==> src/lce_defs.svh <==
// Offsets, field positions, reset values and rate counts of the calibration block
`ifndef LCE_DEFS_SVH
`define LCE_DEFS_SVH

// Register byte offsets
`define LCE_MODE_OFS        8'h00
`define LCE_IRQ_EN_OFS      8'h04
`define LCE_IRQ_STAT_OFS    8'h08
`define LCE_HALF_CYC_OFS    8'h0C
`define LCE_PULSE_DIV_OFS   8'h10
`define LCE_GAIN_OFS        8'h14
`define LCE_PHASE_OFS       8'h18
`define LCE_ENERGY_LO_OFS   8'h1C
`define LCE_ENERGY_HI_OFS   8'h20
`define LCE_CAL_STAT_OFS    8'h24

// Field positions
`define LCE_CAL_MODE_BIT    7
`define LCE_WAV_SEL_LSB     13
`define LCE_SAG_BIT         0

// Reset values
`define LCE_MODE_RST        16'h0000
`define LCE_HALF_CYC_RST    8'hFF
`define LCE_PULSE_DIV_RST   12'h03F
`define LCE_GAIN_RST        12'h000
`define LCE_PHASE_RST       6'h00

// Rate counts in master clock cycles, the two divider counts given as period minus one, then the phase and gain shifts
`define LCE_ENERGY_DIV_M1   11'h003
`define LCE_WAVE_BASE_M1    11'h07F
`define LCE_PHASE_STEP      4
`define LCE_GAIN_SHIFT      12

`endif

==> src/lce_pkg.sv <==
// Types shared by the calibration block
package lce_pkg;

  // One register access from the plain software port
  typedef struct packed {
    logic [7:0]  addr;
    logic [31:0] wdata;
    logic        wr;
    logic        rd;
  } lce_bus_req_type;

  // Calibration sequencer states
  typedef enum logic [2:0] {
    LCE_IDLE    = 3'b001,
    LCE_WAIT_ZX = 3'b010,
    LCE_ACCUM   = 3'b100
  } lce_state_type;

endpackage : lce_pkg

==> src/lce_rate_div.sv <==
// Programmable divider giving a one-cycle enable pulse
`timescale 1ns/10ps
module lce_rate_div (
  input  wire logic        clock,      // Master clock
  input  wire logic        rst_n,      // Asynchronous reset, active low
  input  wire logic [10:0] period_m1,  // Divide ratio minus one
  output logic             tick        // One-cycle enable pulse
);

  logic [10:0] count_reg;

  // Count up and wrap; a lowered ratio wraps at once instead of running on
  always_ff @(posedge clock or negedge rst_n) begin
    if (!rst_n) begin
      count_reg <= 11'h000;
    end else if (count_reg >= period_m1) begin
      count_reg <= 11'h000;
    end else begin
      count_reg <= count_reg + 11'h001;
    end
  end

  assign tick = (count_reg >= period_m1);

endmodule : lce_rate_div

==> src/lce_calib.sv <==
// Line-cycle energy calibration, pulse output and derived rates
// What this block does
// - Calibration mode runs while mode bit 7 set
// - Voltage channel zero crossings delimit half-cycles
// - Accumulate exactly the programmed half-cycle count, a count of zero as one
// - Up to 255 half-cycles per calibration
// - Cycle end sets sag flag, sag pin low
// - Enabled sag interrupt also pulls request low
// - Next calibration starts at once while mode set
// - Pulse output divided by divider plus one
// - Gain trim step is one part in 4096
// - Gain trim is 12-bit two's complement
// - Energy accumulator updates every four clocks
// - Waveform rate select picks clock/128 to /1024
// - Phase trim step is sixteen clock periods
// - Channel sampling at clock/4, Nyquist clock/8
// - Filter rates scale with the master clock
// - Register port timed by the master clock, read data a cycle after strobe
// - 24-bit accumulator MSB rise makes pulse
// - Energy accumulator is 40-bit signed sum
// - Pulse divider resets to 3Fh
`timescale 1ns/10ps
`include "lce_defs.svh"
module lce_calib (
  input  wire logic        clock,          // Master clock, 100 MHz
  input  wire logic        rst_n,          // Asynchronous reset, active low
  input  wire logic [7:0]  reg_addr,       // Register byte address
  input  wire logic [31:0] reg_wdata,      // Register write data
  input  wire logic        reg_wr,         // Write strobe
  input  wire logic        reg_rd,         // Read strobe
  output logic      [31:0] reg_rdata,      // Read data, cycle after strobe
  input  wire logic [19:0] active_power,   // Signed filtered active power
  input  wire logic        voltage_sign,   // Sign of voltage channel sample
  output logic             sample_en,      // Channel sample enable, clock/4
  output logic             wave_sample_en, // Waveform sample enable
  output logic             phase_strobe,   // Phase-trimmed sample enable
  output logic             zero_cross_out, // Line polarity square wave
  output logic             energy_pulse_out, // Divided energy pulse
  output logic             sag_out,        // Sag pin level, always low
  output logic             sag_oe,         // Sag pin pull-down enable
  output logic             irq_out,        // Request pin level, always low
  output logic             irq_oe          // Request pin pull-down enable
);

  lce_pkg::lce_bus_req_type req;
  lce_pkg::lce_state_type   state_reg;

  logic [15:0]        mode_reg;
  logic               sag_en_reg;
  logic               sag_flag_reg;
  logic [7:0]         half_cycle_count_reg;
  logic [11:0]        pulse_divider_reg;
  logic signed [11:0] power_gain_trim_reg;
  logic [5:0]         phase_trim_reg;
  logic signed [39:0] energy_acc_reg;
  logic signed [39:0] cal_result_reg;
  logic [23:0]        pulse_acc_reg;
  logic [11:0]        div_count_reg;
  logic [7:0]         half_count_reg;
  logic               sign_reg;
  logic [9:0]         phase_count_reg;
  logic               calibration_mode_bit;
  logic [1:0]         waveform_rate_select;
  logic               energy_tick;
  logic [10:0]        wave_period_m1;
  logic               zero_cross;
  logic               cal_done;
  logic               cal_restart;
  logic               msb_rise;
  logic signed [31:0] gain_product;
  logic signed [21:0] adj_power;
  logic [23:0]        pulse_acc_next;
  logic               sag_clear;

  // Bundle the port for decoding
  assign req = '{addr: reg_addr, wdata: reg_wdata, wr: reg_wr, rd: reg_rd};

  assign calibration_mode_bit = mode_reg[`LCE_CAL_MODE_BIT];
  assign waveform_rate_select = mode_reg[`LCE_WAV_SEL_LSB +: 2];

  // Energy update tick, also the channel sample enable
  lce_rate_div u_energy_div (
    .clock     (clock),
    .rst_n     (rst_n),
    .period_m1 (`LCE_ENERGY_DIV_M1),
    .tick      (energy_tick)
  );

  // Each select step doubles the waveform period
  assign wave_period_m1 = ((`LCE_WAVE_BASE_M1 + 11'h001) << waveform_rate_select) - 11'h001;

  lce_rate_div u_wave_div (
    .clock     (clock),
    .rst_n     (rst_n),
    .period_m1 (wave_period_m1),
    .tick      (wave_sample_en)
  );

  // Sampling at clock/4 puts Nyquist at clock/8; every rate here is a count of
  // master clocks, so filter corners move with the clock rate
  assign sample_en = energy_tick;

  // Register writes; the port is single-cycle on the master clock, so its timing scales with the clock rate
  always_ff @(posedge clock or negedge rst_n) begin
    if (!rst_n) begin
      mode_reg             <= `LCE_MODE_RST;
      sag_en_reg           <= 1'b0;
      half_cycle_count_reg <= `LCE_HALF_CYC_RST;
      pulse_divider_reg    <= `LCE_PULSE_DIV_RST;
      power_gain_trim_reg  <= `LCE_GAIN_RST;
      phase_trim_reg       <= `LCE_PHASE_RST;
    end else if (req.wr) begin
      case (req.addr)
        `LCE_MODE_OFS:      mode_reg <= req.wdata[15:0];
        `LCE_IRQ_EN_OFS:    sag_en_reg <= req.wdata[`LCE_SAG_BIT];
        `LCE_HALF_CYC_OFS:  half_cycle_count_reg <= req.wdata[7:0];
        `LCE_PULSE_DIV_OFS: pulse_divider_reg <= req.wdata[11:0];
        `LCE_GAIN_OFS:      power_gain_trim_reg <= req.wdata[11:0];
        `LCE_PHASE_OFS:     phase_trim_reg <= req.wdata[5:0];
        default: ;
      endcase
    end
  end

  // Read data one cycle after the strobe; unmapped addresses read zero
  always_ff @(posedge clock or negedge rst_n) begin
    if (!rst_n) begin
      reg_rdata <= 32'h0000_0000;
    end else if (req.rd) begin
      case (req.addr)
        `LCE_MODE_OFS:      reg_rdata <= {16'h0000, mode_reg};
        `LCE_IRQ_EN_OFS:    reg_rdata <= {31'h0000_0000, sag_en_reg};
        `LCE_IRQ_STAT_OFS:  reg_rdata <= {31'h0000_0000, sag_flag_reg};
        `LCE_HALF_CYC_OFS:  reg_rdata <= {24'h00_0000, half_cycle_count_reg};
        `LCE_PULSE_DIV_OFS: reg_rdata <= {20'h0_0000, pulse_divider_reg};
        `LCE_GAIN_OFS:      reg_rdata <= {20'h0_0000, power_gain_trim_reg};
        `LCE_PHASE_OFS:     reg_rdata <= {26'h000_0000, phase_trim_reg};
        `LCE_ENERGY_LO_OFS: reg_rdata <= calibration_mode_bit ? cal_result_reg[31:0]
                                                                : energy_acc_reg[31:0];
        `LCE_ENERGY_HI_OFS: reg_rdata <= {24'h00_0000, calibration_mode_bit ?
                                          cal_result_reg[39:32] : energy_acc_reg[39:32]};
        `LCE_CAL_STAT_OFS:  reg_rdata <= {21'h00_0000, state_reg, half_count_reg};
        default:            reg_rdata <= 32'h0000_0000;
      endcase
    end
  end

  // Gain trim: one step is 1/4096 of the power, about 0.0244 percent.
  // Both operands are signed, so a negative trim or power is not read as a large one
  assign gain_product = 32'($signed(active_power) * power_gain_trim_reg);
  assign adj_power = 22'($signed(active_power)) + 22'(gain_product >>> `LCE_GAIN_SHIFT);

  // Polarity of the voltage channel, sampled at the channel rate
  always_ff @(posedge clock or negedge rst_n) begin
    if (!rst_n) begin
      sign_reg <= 1'b0;
    end else if (energy_tick) begin
      sign_reg <= voltage_sign;
    end
  end

  // Either direction of change is a half-cycle boundary
  assign zero_cross = energy_tick && (voltage_sign != sign_reg);
  assign zero_cross_out = sign_reg;

  // A count of zero behaves as one; at zero or one the first boundary ends the cycle
  assign cal_done = (state_reg == lce_pkg::LCE_ACCUM) && zero_cross &&
                    (half_count_reg + 8'h01 >= half_cycle_count_reg);
  // Cycle begins on the first boundary, or again right after a completed one
  assign cal_restart = ((state_reg == lce_pkg::LCE_WAIT_ZX) && zero_cross) || cal_done;

  // Calibration sequencer
  always_ff @(posedge clock or negedge rst_n) begin
    if (!rst_n) begin
      state_reg <= lce_pkg::LCE_IDLE;
    end else if (!calibration_mode_bit) begin
      state_reg <= lce_pkg::LCE_IDLE;
    end else begin
      case (state_reg)
        lce_pkg::LCE_IDLE:    state_reg <= lce_pkg::LCE_WAIT_ZX;
        lce_pkg::LCE_WAIT_ZX: if (zero_cross) state_reg <= lce_pkg::LCE_ACCUM;
        lce_pkg::LCE_ACCUM:   state_reg <= lce_pkg::LCE_ACCUM;
        default:              state_reg <= lce_pkg::LCE_IDLE;
      endcase
    end
  end

  // Half-cycle counter within a calibration cycle
  always_ff @(posedge clock or negedge rst_n) begin
    if (!rst_n) begin
      half_count_reg <= 8'h00;
    end else if (!calibration_mode_bit || cal_restart) begin
      half_count_reg <= 8'h00;
    end else if ((state_reg == lce_pkg::LCE_ACCUM) && zero_cross) begin
      half_count_reg <= half_count_reg + 8'h01;
    end
  end

  // Energy accumulator: free running outside calibration, gated inside it.
  // Every result, the first after entry too, starts cleared on a boundary tick, never mid-sample.
  always_ff @(posedge clock or negedge rst_n) begin
    if (!rst_n) begin
      energy_acc_reg <= 40'sh00_0000_0000;
    end else if (cal_restart) begin
      energy_acc_reg <= 40'sh00_0000_0000;
    end else if (energy_tick && (!calibration_mode_bit ||
                 state_reg == lce_pkg::LCE_ACCUM)) begin
      energy_acc_reg <= energy_acc_reg + 40'(adj_power);
    end
  end

  // Snapshot each finished cycle before the clear wipes it
  always_ff @(posedge clock or negedge rst_n) begin
    if (!rst_n) begin
      cal_result_reg <= 40'sh00_0000_0000;
    end else if (cal_done) begin
      cal_result_reg <= energy_tick ? energy_acc_reg + 40'(adj_power) : energy_acc_reg;
    end
  end

  // Sag flag: write one to clear, a completion in the same cycle wins
  assign sag_clear = req.wr && (req.addr == `LCE_IRQ_STAT_OFS) && req.wdata[`LCE_SAG_BIT];

  always_ff @(posedge clock or negedge rst_n) begin
    if (!rst_n) begin
      sag_flag_reg <= 1'b0;
    end else if (cal_done) begin
      sag_flag_reg <= 1'b1;
    end else if (sag_clear) begin
      sag_flag_reg <= 1'b0;
    end
  end

  // Open-drain pins only ever pull low
  assign sag_out = 1'b0;
  assign sag_oe  = sag_flag_reg;
  assign irq_out = 1'b0;
  assign irq_oe  = sag_flag_reg && sag_en_reg;

  // Frequency accumulator; only its MSB edge matters, so wrap is harmless
  assign pulse_acc_next = pulse_acc_reg + 24'(adj_power);
  assign msb_rise = energy_tick && !pulse_acc_reg[23] && pulse_acc_next[23];

  always_ff @(posedge clock or negedge rst_n) begin
    if (!rst_n) begin
      pulse_acc_reg <= 24'h00_0000;
    end else if (energy_tick) begin
      pulse_acc_reg <= pulse_acc_next;
    end
  end

  // Divide raw pulses by divider plus one
  // A divider write restarts the count, so an old count never outruns a new ratio
  always_ff @(posedge clock or negedge rst_n) begin
    if (!rst_n) begin
      div_count_reg    <= 12'h000;
      energy_pulse_out <= 1'b0;
    end else begin
      energy_pulse_out <= 1'b0;
      if (req.wr && (req.addr == `LCE_PULSE_DIV_OFS)) begin
        div_count_reg <= 12'h000;
      end else if (msb_rise) begin
        if (div_count_reg >= pulse_divider_reg) begin
          div_count_reg    <= 12'h000;
          energy_pulse_out <= 1'b1;
        end else begin
          div_count_reg <= div_count_reg + 12'h001;
        end
      end
    end
  end

  // Phase trim delays the waveform sample by 16 clocks per step; a new
  // waveform tick restarts a delay still running
  always_ff @(posedge clock or negedge rst_n) begin
    if (!rst_n) begin
      phase_count_reg <= 10'h000;
      phase_strobe    <= 1'b0;
    end else begin
      phase_strobe <= 1'b0;
      if (wave_sample_en) begin
        phase_count_reg <= {phase_trim_reg, 4'h0};
        phase_strobe    <= (phase_trim_reg == 6'h00);
      end else if (phase_count_reg != 10'h000) begin
        phase_count_reg <= phase_count_reg - 10'h001;
        phase_strobe    <= (phase_count_reg == 10'h001);
      end
    end
  end
endmodule : lce_calib

==> config.mk <==
export PLATFORM = sky130hd
export DESIGN_NAME = lce_calib
export DESIGN_NICKNAME = d
export VERILOG_FILES = /design/src/lce_pkg.sv /design/src/lce_rate_div.sv /design/src/lce_calib.sv
export VERILOG_INCLUDE_DIRS = /design/src
export SDC_FILE = /design/constraint.sdc
export NUM_CORES = 1
export LEC_CHECK = 0
export BUFFER_PORTS_ARGS = -buffer_cell sky130_fd_sc_hd__buf_2
export CAP_MARGIN = 20
export CORE_MARGIN = 4
export CORE_UTILIZATION = 52
export CTS_BUF_LIST = sky130_fd_sc_hd__clkbuf_2
export CTS_CLUSTER_DIAMETER = 60
export CTS_CLUSTER_SIZE = 20
export DETAILED_ROUTE_END_ITERATION = 8
export GPL_ROUTABILITY_DRIVEN = 0
export GPL_TIMING_DRIVEN = 1
export PLACE_DENSITY = 0.69
export SLEW_MARGIN = 20
export SYNTH_ARGS = -nofsm -noshare
export SYNTH_HDL_FRONTEND = slang
export SYNTH_SLANG_ARGS = --single-unit
==> constraint.sdc <==
create_clock -name clock -period 14.4 [get_ports clock]
set_input_delay 2.88 -clock clock [delete_from_list [all_inputs] [get_ports clock]]
set_output_delay 2.88 -clock clock [all_outputs]
set_load 0.03 [all_outputs]
### Yosys cells after proc, flatten, opt, wreduce, memory -nomap -nowiden

Cells that the tools add are included.

* add/sub/neg operators: 9
* multipliers: 1
* $lt $le $gt $ge: 4
* eq/ne operators: 15
* shift operators: 1
* multiplexer cells: 25
* reductions and logical operators: 30

Operators with widths (count)
* one-hot mux 32 bit (10 select lines): 1
* two-way mux 40 bit: 3
* adder 40 x 21 -> 40 bit: 1
* two-way mux 12 bit: 3
* equality test 8 x 5 -> 1 bit (second input constant): 4
* multiplier 20 x 12 -> 32 bit: 1
* two-way mux 32 bit: 1
* adder 24 bit: 1
* two-way mux 8 bit: 3
* adder 11 x 1 -> 11 bit (second input constant): 2
* two-way mux 11 bit: 2
* adder 20 x 20 -> 21 bit: 1
* two-way mux 10 bit: 2
* equality test 8 x 4 -> 1 bit (second input constant): 2
* equality test 8 x 6 -> 1 bit (second input constant): 2
* adder 12 x 1 -> 12 bit (second input constant): 1
* >= comparator 12 bit: 1
* AND reduction 2 bit: 6
* >= comparator 11 bit: 1
* >= comparator 11 x 2 -> 1 bit (second input constant): 1
* logical AND 1 bit: 11
* left shift 8 x 2 -> 11 bit (first input constant): 1
* subtractor 11 x 1 -> 11 bit (second input constant): 1
* equality test 10 x 1 -> 1 bit (second input constant): 1
* other kinds (18): 32

* flip-flop bits (word level): 250
* input port bits: 65
* output and inout bits: 41
* word-level logic and storage cells: 105

### Longest topological paths before layout

Gate-level depths: netlist (run 1).

* depth after elaboration: 7
* gate-level depth with buffers: 45
* depth with buffers taken out: 43

### By module

From an unflattened synthesis (run 1), not the netlist that was laid out.

* cell total of the unflattened synthesis: 2724
* area, all modules: 24491.0 um2

Modules (own cells, without submodules)
* lce_calib: instances 1, cells an instance 2562, area each 22989.5 um2, sequential area each 5724.2 um2
* lce_rate_div: instances 2, cells an instance 81, area each 750.7 um2, sequential area each 275.3 um2

### Worst setup path after synthesis (run 1)

No wires, ideal clock.

* path type: input to register
* from: input active_power[8]
* to: register cal_result_reg[39]
* library setup time: 0.126 ns
* arrival: 12.248 ns
* data required time: 14.274 ns
* path slack: 2.026 ns
* stages on the path: 37
* path buffers: 2
* cells stage by stage: clkbuf_1 -> nand2_1 -> fa_1 -> inv_1 -> fa_1 -> fa_1 -> fa_1 -> inv_1 -> fa_1 -> inv_1 -> ha_1 -> and3_1 -> a221o_1 -> a221oi_1 -> o31a_1 -> o21ai_1 -> a41oi_1 -> nand2b_1 -> a21oi_1 -> xnor2_1 -> ha_1 -> clkbuf_1 -> a21o_1 -> a21o_1 -> a211oi_1 -> o21ai_0 -> a22oi_2 -> ha_1 -> and2_1 -> a21o_1 -> a221oi_2 -> nand2_1 -> a221o_1 -> or4_1 -> nand4_2 -> nor3_1 -> a221o_1

* cells in the longest elaborated chain, start to end: 4

RTL lines
* start: declaration: RTL line lce_calib.sv:32 `input wire logic [19:0] active_power,`
* multiplier 20 x 12 -> 32 bit: RTL line lce_calib.sv:150 `assign gain_product = 32'($signed(active_power) * power_gain_trim_reg);`
* adder 20 x 20 -> 21 bit (*): RTL line lce_calib.sv:151 `` assign adj_power = 22'($signed(active_power)) + 22'(gain_product >>> `LCE_GAIN_SHIFT); ``
* adder 40 x 21 -> 40 bit (*): RTL line lce_calib.sv:217 `cal_result_reg <= energy_tick ? energy_acc_reg + 40'(adj_power) : energy_acc_reg;`
* two-way mux 40 bit (*): RTL line lce_calib.sv:217
* end signal: assignment: RTL line lce_calib.sv:217
* end: declaration: RTL line lce_calib.sv:56 `logic signed [39:0] cal_result_reg;`

Mark *: on every way between the ends. The rest lies on a longest branch, timed or not.
A chain may end at the register's enable or synchronous reset.

### Worst setup path after layout (run 1)

* from: input active_power[5]
* to: register div_count_reg[4]

* cells in the longest elaborated chain, start to end: 5

RTL lines
* multiplier 20 x 12 -> 32 bit: RTL line lce_calib.sv:150
* adder 20 x 20 -> 21 bit (*): RTL line lce_calib.sv:151
* adder 24 bit (*): RTL line lce_calib.sv:241 `assign pulse_acc_next = pulse_acc_reg + 24'(adj_power);`
* logical AND 1 bit (*): RTL line lce_calib.sv:242 `assign msb_rise = energy_tick && !pulse_acc_reg[23] && pulse_acc_next[23];`
* nonzero test 2 bit (no source line) (*)
* end signal: assignment: RTL line lce_calib.sv:267 `div_count_reg <= div_count_reg + 12'h001;`
* end: declaration: RTL line lce_calib.sv:58 `logic [11:0] div_count_reg;`

Marks and branches as above.

==> results list, run 1 <==
* Number of hold violations in the final report: 0
* Buffering stage count on the worst path with inverters included: 6
- CTS built an H-tree with a depth of 1.
- Timing would allow up to 81.6 MHz.
* Clock-pin slew on the worst setup and hold paths: 320 ps
- The floorplan has 77 rows.
* Count of vias placed by the detailed router: 18.4k
- The number of hold buffers added after CTS was 0.
- Total of buffers placed on input and output ports: 87
- Time the worst path needs with I/O delays and setup: 12260 ps
- The die is 221 um wide.
- Share of layout cells above drive strength 1: 0.0871
* Maximum count of clock buffers along a single path: 3
- Of the synthesized area, sequential elements account for 0.266.
* Summed instance area of the synthesized netlist: 23600 um^2
* Number of violations of the max-capacitance limit: 0
- Vias in the first global route: 18.7k
* Total power divided by cell area: 183 nW/um^2
- For this run, the leading register cell type out of synthesis is sky130_fd_sc_hd__dfrtp_1.
- For this run, the number of Yosys warnings is 0.
- Number of distinct library cells after synthesis: 77
- The net count of the finished layout is 3114.
- The total area inside the core boundary comes to 44600 um^2.
- Drt total wl: 55.4 mm
- Area added between synthesis and finish: 4.92%
- In the global route stage, overall resource usage came out at 0.227.
- On the critical path, the stage with the largest delay is an instance of sky130_fd_sc_hd__xor2_1.
- Pre-antenna DRT Iters: 6
- Largest net degree at the start of global routing: 153
- Chip height: 221 um
* Global route total overflow: 0
- In the final routed layout, each cell accounts on average for 17.0 um.
* Boundary pin count: 106
* Startpoint Class: primary input
* Number of gates given a new drive strength after cts: 0
* Asr flop ratio synth: 1.00
* TritonCTS clock tree: yes
- Critical path fanouts, max: 14
- The critical path in this run is classified as in -> reg.
* Run status: completed
- Clock latency on the worst-skew pair, taken at its later pin, is 890 ps.
* Worst-case headroom to the max-slew limit: 0.300
* Total half-perimeter wirelength after legalization and detailed placement: 41.4 mm
* Worst IR drop on VDD: 0.151 mV
* Reported leakage power: 12.2 nW
- The number of slew-limit violations in the final report was 0.
- For the worst setup path, the data arrival time is 13070 ps.
- The number of clock buffers added by TritonCTS is 21.
- For this configuration, the core starts out at a cell density of 0.530.
- Final ANT Viol Nets: 0
- Setup repair after global routing left no endpoint under its margin.
- Data required time of the worst path: 15200 ps
- The worst setup path is captured at a register.
* Antenna violations before repair: 1
- CTS placed an instance of sky130_fd_sc_hd__clkbuf_2 at the clock tree root.
- After synthesis the netlist holds a flip-flop and latch count of 250.
- After detailed routing, the number of remaining DRC violations is 0.
- In this run the mean area of a mapped cell was 8.98 um^2.
- Hold Crit Class: reg -> reg
* TNS Setup: 0 ps
- Number of flops mapped to enable cells by yosys: 0
- Finish-stage setup viols: 0
* Fraction of the core area covered by cells at the end of the flow: 0.556
- For this block, the initial DRC count from the detailed router was 1406.
- Via-to-Cell Ratio: 5.66
- Counting the fill cells in the layout gives 4030.
- First-pass GRT wire length: 94.2 mm
* Die Outline Area: 48900 um^2
* Transition time of the tightest slew-check pin: 1050 ps
* Setup fix buffers added after clock tree synthesis: 0
* Final worst path period share: 0.852
* Gate count after technology mapping: 2631
- On the worst path, the slowest cell contributes a delay of 640 ps.
- Clock skew on the completed layout was measured at 53.1 ps.
- Hold timing on the final database bottoms out at a slack of 503 ps.
- Broken down by cell family, the worst path's largest delay share belongs to compound AO/OA/AOI/OAI gates.
- Clock sink count: 250
[synthesized netlist by cell type (all sizes together) (4+ instances only)]
| library cell | instances | share of area |
|---|---|---|
| nand2 | 375 | 0.060 |
| inv | 332 | 0.053 |
| dfrtp | 235 | 0.25 |
| fa | 219 | 0.19 |
| ha | 181 | 0.096 |
| nor2 | 174 | 0.028 |
| a21oi | 136 | 0.029 |
| o21ai | 110 | 0.023 |
| clkbuf | 102 | 0.016 |
| and2 | 74 | 0.020 |
| xnor2 | 73 | 0.027 |
| mux2 | 51 | 0.024 |
| xor2 | 50 | 0.019 |
| a21o | 49 | 0.016 |
| nand3 | 44 | 0.0093 |
| mux2i | 41 | 0.017 |
| o22ai | 34 | 0.0093 |
| nor3 | 27 | 0.0059 |
| a31oi | 22 | 0.0058 |
| nand4 | 22 | 0.0061 |
| o21a | 22 | 0.0070 |
| and3 | 21 | 0.0056 |
| nand2b | 21 | 0.0056 |
| nor2b | 20 | 0.0053 |
| a211oi | 19 | 0.0060 |
| buf | 18 | 0.0043 |
| dfstp | 15 | 0.017 |
| nor4 | 13 | 0.0037 |
| o21bai | 13 | 0.0041 |
| a222oi | 11 | 0.0047 |
| nand3b | 10 | 0.0032 |
| o31ai | 10 | 0.0032 |
| a221o | 7 | 0.0030 |
| a221oi | 7 | 0.0031 |
| o211ai | 7 | 0.0026 |
| or3 | 7 | 0.0021 |
| a2111oi | 6 | 0.0025 |
| or2 | 5 | 0.0013 |
| or4 | 5 | 0.0016 |
| o211a | 4 | 0.0017 |
[power by group]
| group | switching, mW | internal (mW) | total, mW |
|---|---|---|---|
| combinational | 1.87 | 1.38 | 3.25 |
| clock | 0.271 | 0.0629 | 0.334 |
| sequential | 0.104 | 0.861 | 0.966 |
| total | 2.24 | 2.30 | 4.55 |
[kinds of logic (layout without fill, tap and decap cells)]
group	after synthesis	count (layout)	synth area share
buf+inv	453	475	0.0734
other cells	1	12	0.000159
flops	250	250	0.266
compound gates	485	485	0.133
xor+xnor	123	123	0.0456
fa+ha+maj	400	400	0.281
mux	92	92	0.0417
simple gates	827	827	0.160
[worst paths after layout]
check	slack (ps)	cells after the start	startpoint	end
min	500	1	u_wave_div.count_reg[0]	u_wave_div.count_reg[0]
max	2140	43	active_power[5]	div_count_reg[4]
min in group asynchronous	1970	1	rst_n	energy_acc_reg[25]
max reg2reg	3450	42	power_gain_trim_reg[6]	div_count_reg[4]
max in group asynchronous	11110	2	rst_n	pulse_divider_reg[6]
min reg2reg	500	1	u_wave_div.count_reg[0]	u_wave_div.count_reg[0]
[layout by cell type (no fill, tap or decap), drive strengths merged, types with 8 or more instances in the layout]
cell / count
a211oi: 19
a21o: 49
a21oi: 136
a222oi: 11
a31oi: 22
and2: 74
and3: 21
buf: 105
clkbuf: 21
clkinv: 8
conb: 11
dfrtp: 235
dfstp: 15
fa: 219
ha: 181
inv: 339
mux2: 51
mux2i: 41
nand2: 375
nand2b: 21
nand3: 44
nand3b: 10
nand4: 22
nor2: 174
nor2b: 20
nor3: 27
nor4: 13
o21a: 22
o21ai: 110
o21bai: 13
o22ai: 34
o31ai: 10
xnor2: 73
xor2: 50
[stage by stage]
stage | power [mW] | setup slack (ps) | instance area (um^2) | cells
finish | 4.55 | 2140 | 24800 | 3256
global route | 5.03 | 1420 | 24800 | 3256
CTS | 4.55 | 2270 | 24800 | 3255
detailed placement | 4.19 | 1350 | 24500 | 3218
global placement | 4.09 | 1190 | 24500 | 3218
floorplan | 3.57 | 2030 | 23700 | 2641
[area by class of cell]
type | count | area, um^2 | share of cell area
well taps | 592 | 741 | 0.0299
multi-input cells | 1938 | 15700 | 0.632
flip-flops and latches | 250 | 6280 | 0.253
repair buffers | 105 | 593 | 0.0239
diodes | 1 | 2.50 | 0.000101
clock buffers | 21 | 105 | 0.00424
clock inverters | 16 | 146 | 0.00590
inverters | 333 | 1250 | 0.0504
[per-layer routing]
metal  GRT usage  up-vias  wire [um]
met1       0.324     9165      25300
met3      0.0195       82       2310
met2       0.381      465      26500
li1            -     8728          -
met4      0.0497        0       1320
met5           0        -          0
Power figures use the tool's default switching activity.
==> run 2, diff against run 1 <==
--- a/config.mk
+++ b/config.mk
@@ -20,4 +20,5 @@
 export SLEW_MARGIN = 20
 export SYNTH_ARGS = -nofsm -noshare
 export SYNTH_HDL_FRONTEND = slang
+export SYNTH_HIERARCHICAL = 1
 export SYNTH_SLANG_ARGS = --single-unit
==> results list, run 2 <==
* Transition time of the tightest slew-check pin: 1020 ps (-33.1 ps)
* Number of core rows: 79 (+2.6%)
- The maximum VDD drop came to 0.0966 mV (-36%).
- The library cell used most frequently in the layout, excluding fill and tap cells, is sky130_fd_sc_hd__inv_1.
- The number of global-route vias before repair came to 19.4k (+3.4%).
* CP startpoint: active_power[4]
- Library cell occupying the most area in the post-synthesis netlist: sky130_fd_sc_hd__dfrtp_1
- The final-report hold violation count was 0 (unchanged).
- The layout cell share with drive strength beyond 1 is 0.0925 (+0.00533).
- Worst-case headroom to the max-slew limit: 0.322 (+0.0221)
- Reported leakage power: 12.6 nW (+3.0%)
* Number of distinct library cells after synthesis: 76 (-1.3%)
- Top-area cell type share of the netlist area: 0.240 (-0.00876)
- The count of port buffers added during placement was 87 (unchanged).
* Clock latency reported for the late side of the worst-skew pair: 900 ps (about the same)
- Boundary pin count: 106 (unchanged)
- Total half-perimeter wirelength after legalization and detailed placement: 44.2 mm (+6.7%)
* Count of vias placed by the detailed router: 19.2k (+4.1%)
- The met2 wire length was 28.8 mm (+8.7%).
* Gate count after technology mapping: 2724 (+3.5%)
- Standard cell area after detailed placement: 25500 um^2 (+3.9%)
- GRT Util Overall: 0.231 (+0.00433)
- Logic depth of the worst register-to-register path: 36 (-14%)
- Syn_area_per_cell: 8.99 um^2 (+0.11%)
- Hold Crit Class: reg -> reg
* Antenna violations before repair: 1 (unchanged)
* Beginning of the worst register-to-register path: power_gain_trim_reg[8]
* Slew Limit Fails: 0 (unchanged)
- The number of warnings printed during yosys synthesis is 6 (+6).
* Post-synthesis sequential element count: 250 (unchanged)
* H-tree Lvls: 1 (unchanged)
* Crit path max-delay cell type: sky130_fd_sc_hd__o311ai_2
- The delay of the slowest cell on the worst path is 650 ps (about the same).
- Counting instances in the post-synthesis netlist gives the leading cell types as sky130_fd_sc_hd__inv_1 (376), sky130_fd_sc_hd__nand2_1 (367), sky130_fd_sc_hd__dfrtp_1 (235).
- The tree is rooted in a sky130_fd_sc_hd__clkbuf_2.
- Endpoint arrival time on the critical path: 13360 ps (+290 ps)
* Iter 0 DRT Violations: 1356 (-3.6%)
- The per-cell routed wire length was 17.2 um (+1.2%).
- Commonest non-fill, non-tap cells in the layout: sky130_fd_sc_hd__inv_1 (376), sky130_fd_sc_hd__nand2_1 (367), sky130_fd_sc_hd__dfrtp_1 (234), sky130_fd_sc_hd__fa_1 (219), sky130_fd_sc_hd__ha_1 (200)
- By area the synthesized netlist is led by sky130_fd_sc_hd__dfrtp_1 (24%), sky130_fd_sc_hd__fa_1 (18%), sky130_fd_sc_hd__ha_1 (10%), sky130_fd_sc_hd__inv_1 (5.8%), sky130_fd_sc_hd__nand2_1 (5.6%).
- Clock-pin slew on the worst setup and hold paths: 340 ps (+20 ps)
- The post-CTS resize count was 0 (unchanged).
* Chip height: 225 um (+1.7%)
* Finished Cell Area: 25800 um^2 (+3.9%)
* Die Outline Area: 50600 um^2 (+3.5%)
- The power per cell area came to 161 nW/um^2 (-12%).
* Startpoint Class: primary input
* Setup fix buffers added after clock tree synthesis: 0 (unchanged)
- TNS Setup: 0 ps (unchanged)
* Time the worst path needs with I/O delays and setup: 12520 ps (+258 ps)
- The total routed wire length on the met1 layer came to 25.7 mm (+1.9%).
* Run status: completed
* Number of flops mapped to enable cells by yosys: 0 (unchanged)
- The number of buffers on the longest clock path was 3 (unchanged).
- The critical path is of the in -> reg type.
- Sequential element share of the synthesized area: 0.256 (-0.00935)
* Count of cells along the worst hold path: 1 (unchanged)
- Peak clock frequency supported by timing: 79.9 MHz (-2.1%)
- The maximum fanout along the worst path is 23 (+9).
* Pre-antenna DRT Iters: 5 (-1)
* Global route total overflow: 0 (unchanged)
- Number of buffers inserted during clock tree synthesis: 19 (-9.5%)
- First-pass GRT wire length: 97.8 mm (+3.8%)
- Endpoint class of the critical path: register
- Largest net degree at the start of global routing: 101 (-34%)
* Cell seen most often among critical-path stages: sky130_fd_sc_hd__fa_1
- Top layer in use: met4
- Via-to-Cell Ratio: 5.68 (+0.32%)
- Die width: 225 um (+1.7%)
* Ys flop type: sky130_fd_sc_hd__dfrtp_1
- TritonCTS clock tree: yes
* Final worst path period share: 0.869 (+0.0179)
- Hold path startpoint: pulse_acc_reg[23]
- The number of sinks on the clock net came to 250 (unchanged).
- The final count of negative-setup-slack endpoints is 0 (unchanged).
- The hold buffer count at CTS came to 0 (unchanged).
- sky130_fd_sc_hd__inv_1 is the most common cell in the netlist.
- Final ANT Viol Nets: 0 (unchanged)
- Count of nets after finishing: 3240 (+4.0%)
* Effective utilization at floorplan: 0.526 (-0.00366)
* Summed instance area of the synthesized netlist: 24500 um^2 (+3.6%)
* WL met3: 2.54 mm (+10%)
- Worst Skew: 80.5 ps (+27.4 ps)
* Asr flop ratio synth: 1.00 (unchanged)
- DRC errors left: 0 (unchanged)
- The worst path required time is 15240 ps (+40 ps).
- Core region area: 46600 um^2 (+4.4%)
* RSZ-0062 raised after global routing: no
* Number of violations of the max-capacitance limit: 0 (unchanged)
* Area added between synthesis and finish: 5.20%
* Drt total wl: 58.1 mm (+4.9%)
[run 2: cell count changes in the layout (fill, tap and decap cells not counted), sizes merged, moves of 11 or more]
cell / delta
a22o: +12
mux2i: +19
mux2: +27
o21ai: -19
inv: +41
nor2: -20
o22ai: +11
ha: +19
[run 2: where the power goes]
group,leakage [nW],switching (mW),total [mW],internal [mW]
sequential,3.25,0.152,1.00,0.849
combinational,9.18,1.63,2.80,1.17
clock,0.153,0.257,0.348,0.0910
[run 2: worst max-delay path: cells and delay by family]
family          cells  cell delay, ps
xor+xnor            1             170
fa+ha+maj           8            3730
buf+inv             5             720
compound gates     15            4050
simple gates        8            1790
[run 2: cell type report]
| type | count | area (um^2) |
|---|---|---|
| Antenna cell | 1 | 2.50 |
| Clock buffer | 23 | 115 |
| Clock inverter | 11 | 146 |
| Fill cell | 4147 | 20800 |
| Inverter | 377 | 1420 |
| Multi-Input combinational cell | 1999 | 16400 |
| Sequential cell | 250 | 6280 |
| Tap cell | 607 | 759 |
| Timing Repair Buffer | 109 | 618 |
[run 2: metal layers]
metal,vias up,global-route usage
met5,-,0
met4,0,0.0431
met3,66,0.0218
met2,474,0.401
met1,9576,0.321
li1,9071,-
[run 2: worst paths after layout]
| check | end | slack [ps] |
|---|---|---|
| min | pulse_acc_reg[23] | 510 |
| max | energy_acc_reg[39] | 1880 |
| max in group asynchronous | pulse_acc_reg[17] | 10890 |
| min in group asynchronous | phase_count_reg[4] | 1940 |
| min reg2reg | pulse_acc_reg[23] | 510 |
| max reg2reg | energy_acc_reg[39] | 3030 |
[run 2: through the flow]
step / power, mW / std cells / setup slack (ps) / util / hold slack, ps
2_1_floorplan: 3.17 / 2743 / 2010 / - / 438
3_3_place_gp: 3.68 / 3341 / 1170 / 0.547 / 450
3_5_place_dp: 3.78 / 3341 / 1030 / 0.547 / 459
4_1_cts: 4.14 / 3375 / 1990 / 0.553 / 504
5_1_grt: 4.56 / 3377 / 1340 / 0.553 / 514
6_report: 4.15 / 3377 / 1880 / 0.553 / 507
[run 2: kinds of logic (layout without fill, tap and decap cells)]
| family | after synthesis | count (layout) | share of synthesized area |
|---|---|---|---|
| flops | 250 | 250 | 0.256 |
| other cells | 2 | 22 | 0.000307 |
| fa+ha+maj | 419 | 419 | 0.281 |
| compound gates | 469 | 469 | 0.123 |
| buf+inv | 494 | 520 | 0.0768 |
| simple gates | 820 | 820 | 0.154 |
| mux | 138 | 138 | 0.0604 |
| xor+xnor | 132 | 132 | 0.0478 |
==> run 3, diff against run 2 <==
--- a/config.mk
+++ b/config.mk
@@ -8,15 +8,17 @@
 export LEC_CHECK = 0
 export BUFFER_PORTS_ARGS = -buffer_cell sky130_fd_sc_hd__buf_2
 export CAP_MARGIN = 20
+export CELL_PAD_IN_SITES_DETAIL_PLACEMENT = 1
+export CELL_PAD_IN_SITES_GLOBAL_PLACEMENT = 2
 export CORE_MARGIN = 4
-export CORE_UTILIZATION = 52
+export CORE_UTILIZATION = 41
 export CTS_BUF_LIST = sky130_fd_sc_hd__clkbuf_2
 export CTS_CLUSTER_DIAMETER = 60
 export CTS_CLUSTER_SIZE = 20
 export DETAILED_ROUTE_END_ITERATION = 8
 export GPL_ROUTABILITY_DRIVEN = 0
 export GPL_TIMING_DRIVEN = 1
-export PLACE_DENSITY = 0.69
+export PLACE_DENSITY_LB_ADDON = 0.1
 export SLEW_MARGIN = 20
 export SYNTH_ARGS = -nofsm -noshare
 export SYNTH_HDL_FRONTEND = slang
==> results list, run 3 (synthesis results as in run 2) <==
- The overflow left after global routing came to 0 (unchanged).
- Register-to-register setup slack: 2800 ps (-230 ps)
* Capture endpoint of the worst hold path: cal_result_reg[24]
- The cell count of the worst reg-to-reg path was 34 (-5.6%).
- Setup fix buffers added after clock tree synthesis: 0 (unchanged)
* Boundary pin count: 106 (unchanged)
* Worst IR drop on VDD: 0.0929 mV (-3.8%)
- Largest net degree at the start of global routing: 118 (+17%)
* Switching power share of the total: 0.508 (+0.0161)
* Worst Skew: 118 ps (+37.7 ps)
* Clock-pin slew on the worst setup and hold paths: 300 ps (-40 ps)
- First-pass GRT wire length: 113 mm (+16%)
* Count of nets after finishing: 3249 (+0.28%)
- The number of sinks on the clock net was 250 (unchanged).
* Data required time of the worst path: 15300 ps (+60 ps)
- The number of standard-cell rows in the floorplan was 89 (+13%).
- Clock root buffer: sky130_fd_sc_hd__clkbuf_2
- The number of slew-limit violations in the final report is 0 (unchanged).
- Count of cells along the worst hold path: 2 (+1)
- Via-to-Cell Ratio: 5.41 (-4.7%)
- The run finished with clean final reports.
- The power per cell area was 165 nW/um^2 (+2.4%).
- Buffering stage count on the worst path with inverters included: 7 (+2)
* Clock network power share: 0.097 (+0.013)
- Peak clock frequency supported by timing: 78.9 MHz (-1.2%)
- Finish-stage setup viols: 0 (unchanged)
- The number of global-route vias before repair was 20.9k (+7.7%).
* Endpoint class of the critical path: register
- Hold Worst Slack: 508 ps (+0.757 ps)
- Area added between synthesis and finish: 6.56%
* Beginning of the worst register-to-register path: power_gain_trim_reg[9]
* Total of buffers placed on input and output ports: 87 (unchanged)
* Startpoint Class: primary input
* Pre-antenna DRT Iters: 5 (unchanged)
- By startpoint and endpoint, the worst setup path is classified as in -> reg.
- The overall routing resource usage was 0.218 (-0.0134).
- Cell seen most often among critical-path stages: sky130_fd_sc_hd__fa_1
- The design internal power is 2.12 mW (+0.47%).
* Critical path fanouts, max: 26 (+13%)
- Number of violations of the max-capacitance limit: 0 (unchanged)
- TritonCTS clock tree: yes
* Time the worst path needs with I/O delays and setup: 12670 ps (+154 ps)
- H-tree Lvls: 1 (unchanged)
- The portion of total power attributed to combinational logic is 0.670 (-0.005).
- The number of design rule violations left after detail routing is 0 (unchanged).
- The worst setup slack after placement came to 686 ps (-341 ps).
- Transition time of the tightest slew-check pin: 997 ps (-19.8 ps)
* Number of hold violations in the final report: 0 (unchanged)
- The later-pin clock latency in the skew report is 1050 ps (+150 ps).
- The static leakage was 12.7 nW (+0.65%).
- Leaving out fill and tap cells, the most frequent cell in the layout is sky130_fd_sc_hd__inv_1.
* Iter 0 DRT Violations: 917 (-32%)
- The worst relative slew slack was 0.335 (+0.0132).
* Final ANT Viol Nets: 0 (unchanged)
- Worst r2r dst: div_count_reg[2]
- The core region area is 59100 um^2 (+27%).
* Maximum count of clock buffers along a single path: 3 (unchanged)
- Setup repair after global routing left no endpoint under its margin.
- The hold buffer count at CTS came to 0 (unchanged).
- The top cell types in the final layout, fill and taps aside, are sky130_fd_sc_hd__inv_1 (376), sky130_fd_sc_hd__nand2_1 (367), sky130_fd_sc_hd__dfrtp_1 (234), sky130_fd_sc_hd__fa_1 (219), sky130_fd_sc_hd__ha_1 (200).
- Number of gates given a new drive strength after cts: 0 (unchanged)
* Total half-perimeter wirelength after legalization and detailed placement: 52.6 mm (+19%)
* Drt total wl: 69.0 mm (+19%)
- Number of buffers inserted during clock tree synthesis: 25 (+6)
- The overall via count from detail_route came to 19.3k (+0.37%).
- Crit path max-delay cell type: sky130_fd_sc_hd__o311ai_2
- In this run the worst hold path is classified as reg -> reg.
- The per-cell routed wire length is 19.4 um (+13%).
- Hold path startpoint: cal_result_reg[24]
- The layout cell share with drive strength beyond 1 came to 0.0973 (+0.00489).
- Smallest setup slack after layout: 1730 ps (-154 ps)
* Effective utilization at floorplan: 0.414 (-0.112)
- Sequential power share: 0.233 (-0.008)
- Die Outline Area: 63700 um^2 (+26%)
* Sw power: 2.19 mW (+7.2%)
- Final worst path period share: 0.880 (+0.0107)
- Endpoint arrival time on the critical path: 13570 ps (+210 ps)
* Antenna violations before repair: 1 (unchanged)
- Die width: 252 um (+12%)
- The setup TNS came to 0 ps (unchanged).
* Kind of cell with the highest combined delay on the critical path: adder cells
- The height of the die came to 252 um (+12%).
- Slowest cell delay on critical path: 760 ps (+110 ps)
[run 3: cell type report]
type / count / area, um^2
Antenna cell: 1 / 2.50
Multi-Input combinational cell: 1999 / 16400
Sequential cell: 250 / 6280
Inverter: 377 / 1420
Tap cell: 773 / 967
Fill cell: 6994 / 33000
Timing Repair Buffer: 112 / 633
Clock buffer: 26 / 130
Clock inverter: 20 / 239
[run 3: power by group through the flow]
stage          logic (mW)  clock network (mW)  registers [mW]
2_1_floorplan        2.20                   0           0.968
3_3_place_gp         2.79                   0            1.01
3_5_place_dp         2.88                   0            1.02
4_1_cts              2.90               0.434            1.01
5_1_grt              3.26               0.460            1.03
6_report             2.88               0.416            1.00
[run 3: worst max-delay path by stage]
stage	start	to	slack (ps)	depth (start not counted)
after floorplan	active_power[4]	energy_acc_reg[39]	2010	38
after global placement	active_power[4]	div_count_reg[6]	880	36
after detailed placement	active_power[4]	div_count_reg[2]	690	36
after CTS	active_power[4]	div_count_reg[2]	1870	36
after global routing	active_power[4]	div_count_reg[9]	1190	36
final	active_power[4]	div_count_reg[2]	1730	36
[run 3: tightest hold or removal path, delay by kind of cell (launching register included)]
family | cells | cell delay, ps
flip-flops | 1 | 410
AND/OR/NAND/NOR | 2 | 100
[run 3: per-layer routing]
| layer | share of wire | vias to the layer above | GRT usage | routed length (um) |
|---|---|---|---|---|
| li1 | - | 9087 | - | - |
| met1 | 0.48 | 9875 | 0.307 | 32800 |
| met2 | 0.48 | 215 | 0.370 | 32900 |
| met3 | 0.026 | 81 | 0.0214 | 1830 |
| met4 | 0.020 | 0 | 0.0391 | 1410 |
| met5 | 0 | - | 0 | 0 |
[run 3: per-stage QoR]
step / utilization / power, mW / instance area [um^2] / cells
2_1_floorplan: - / 3.17 / 24600 / 2743
4_1_cts: 0.441 / 4.35 / 26100 / 3557
5_1_grt: 0.441 / 4.75 / 26100 / 3558
3_3_place_gp: 0.435 / 3.80 / 25700 / 3511
3_5_place_dp: 0.435 / 3.90 / 25700 / 3511
6_report: 0.441 / 4.30 / 26100 / 3558
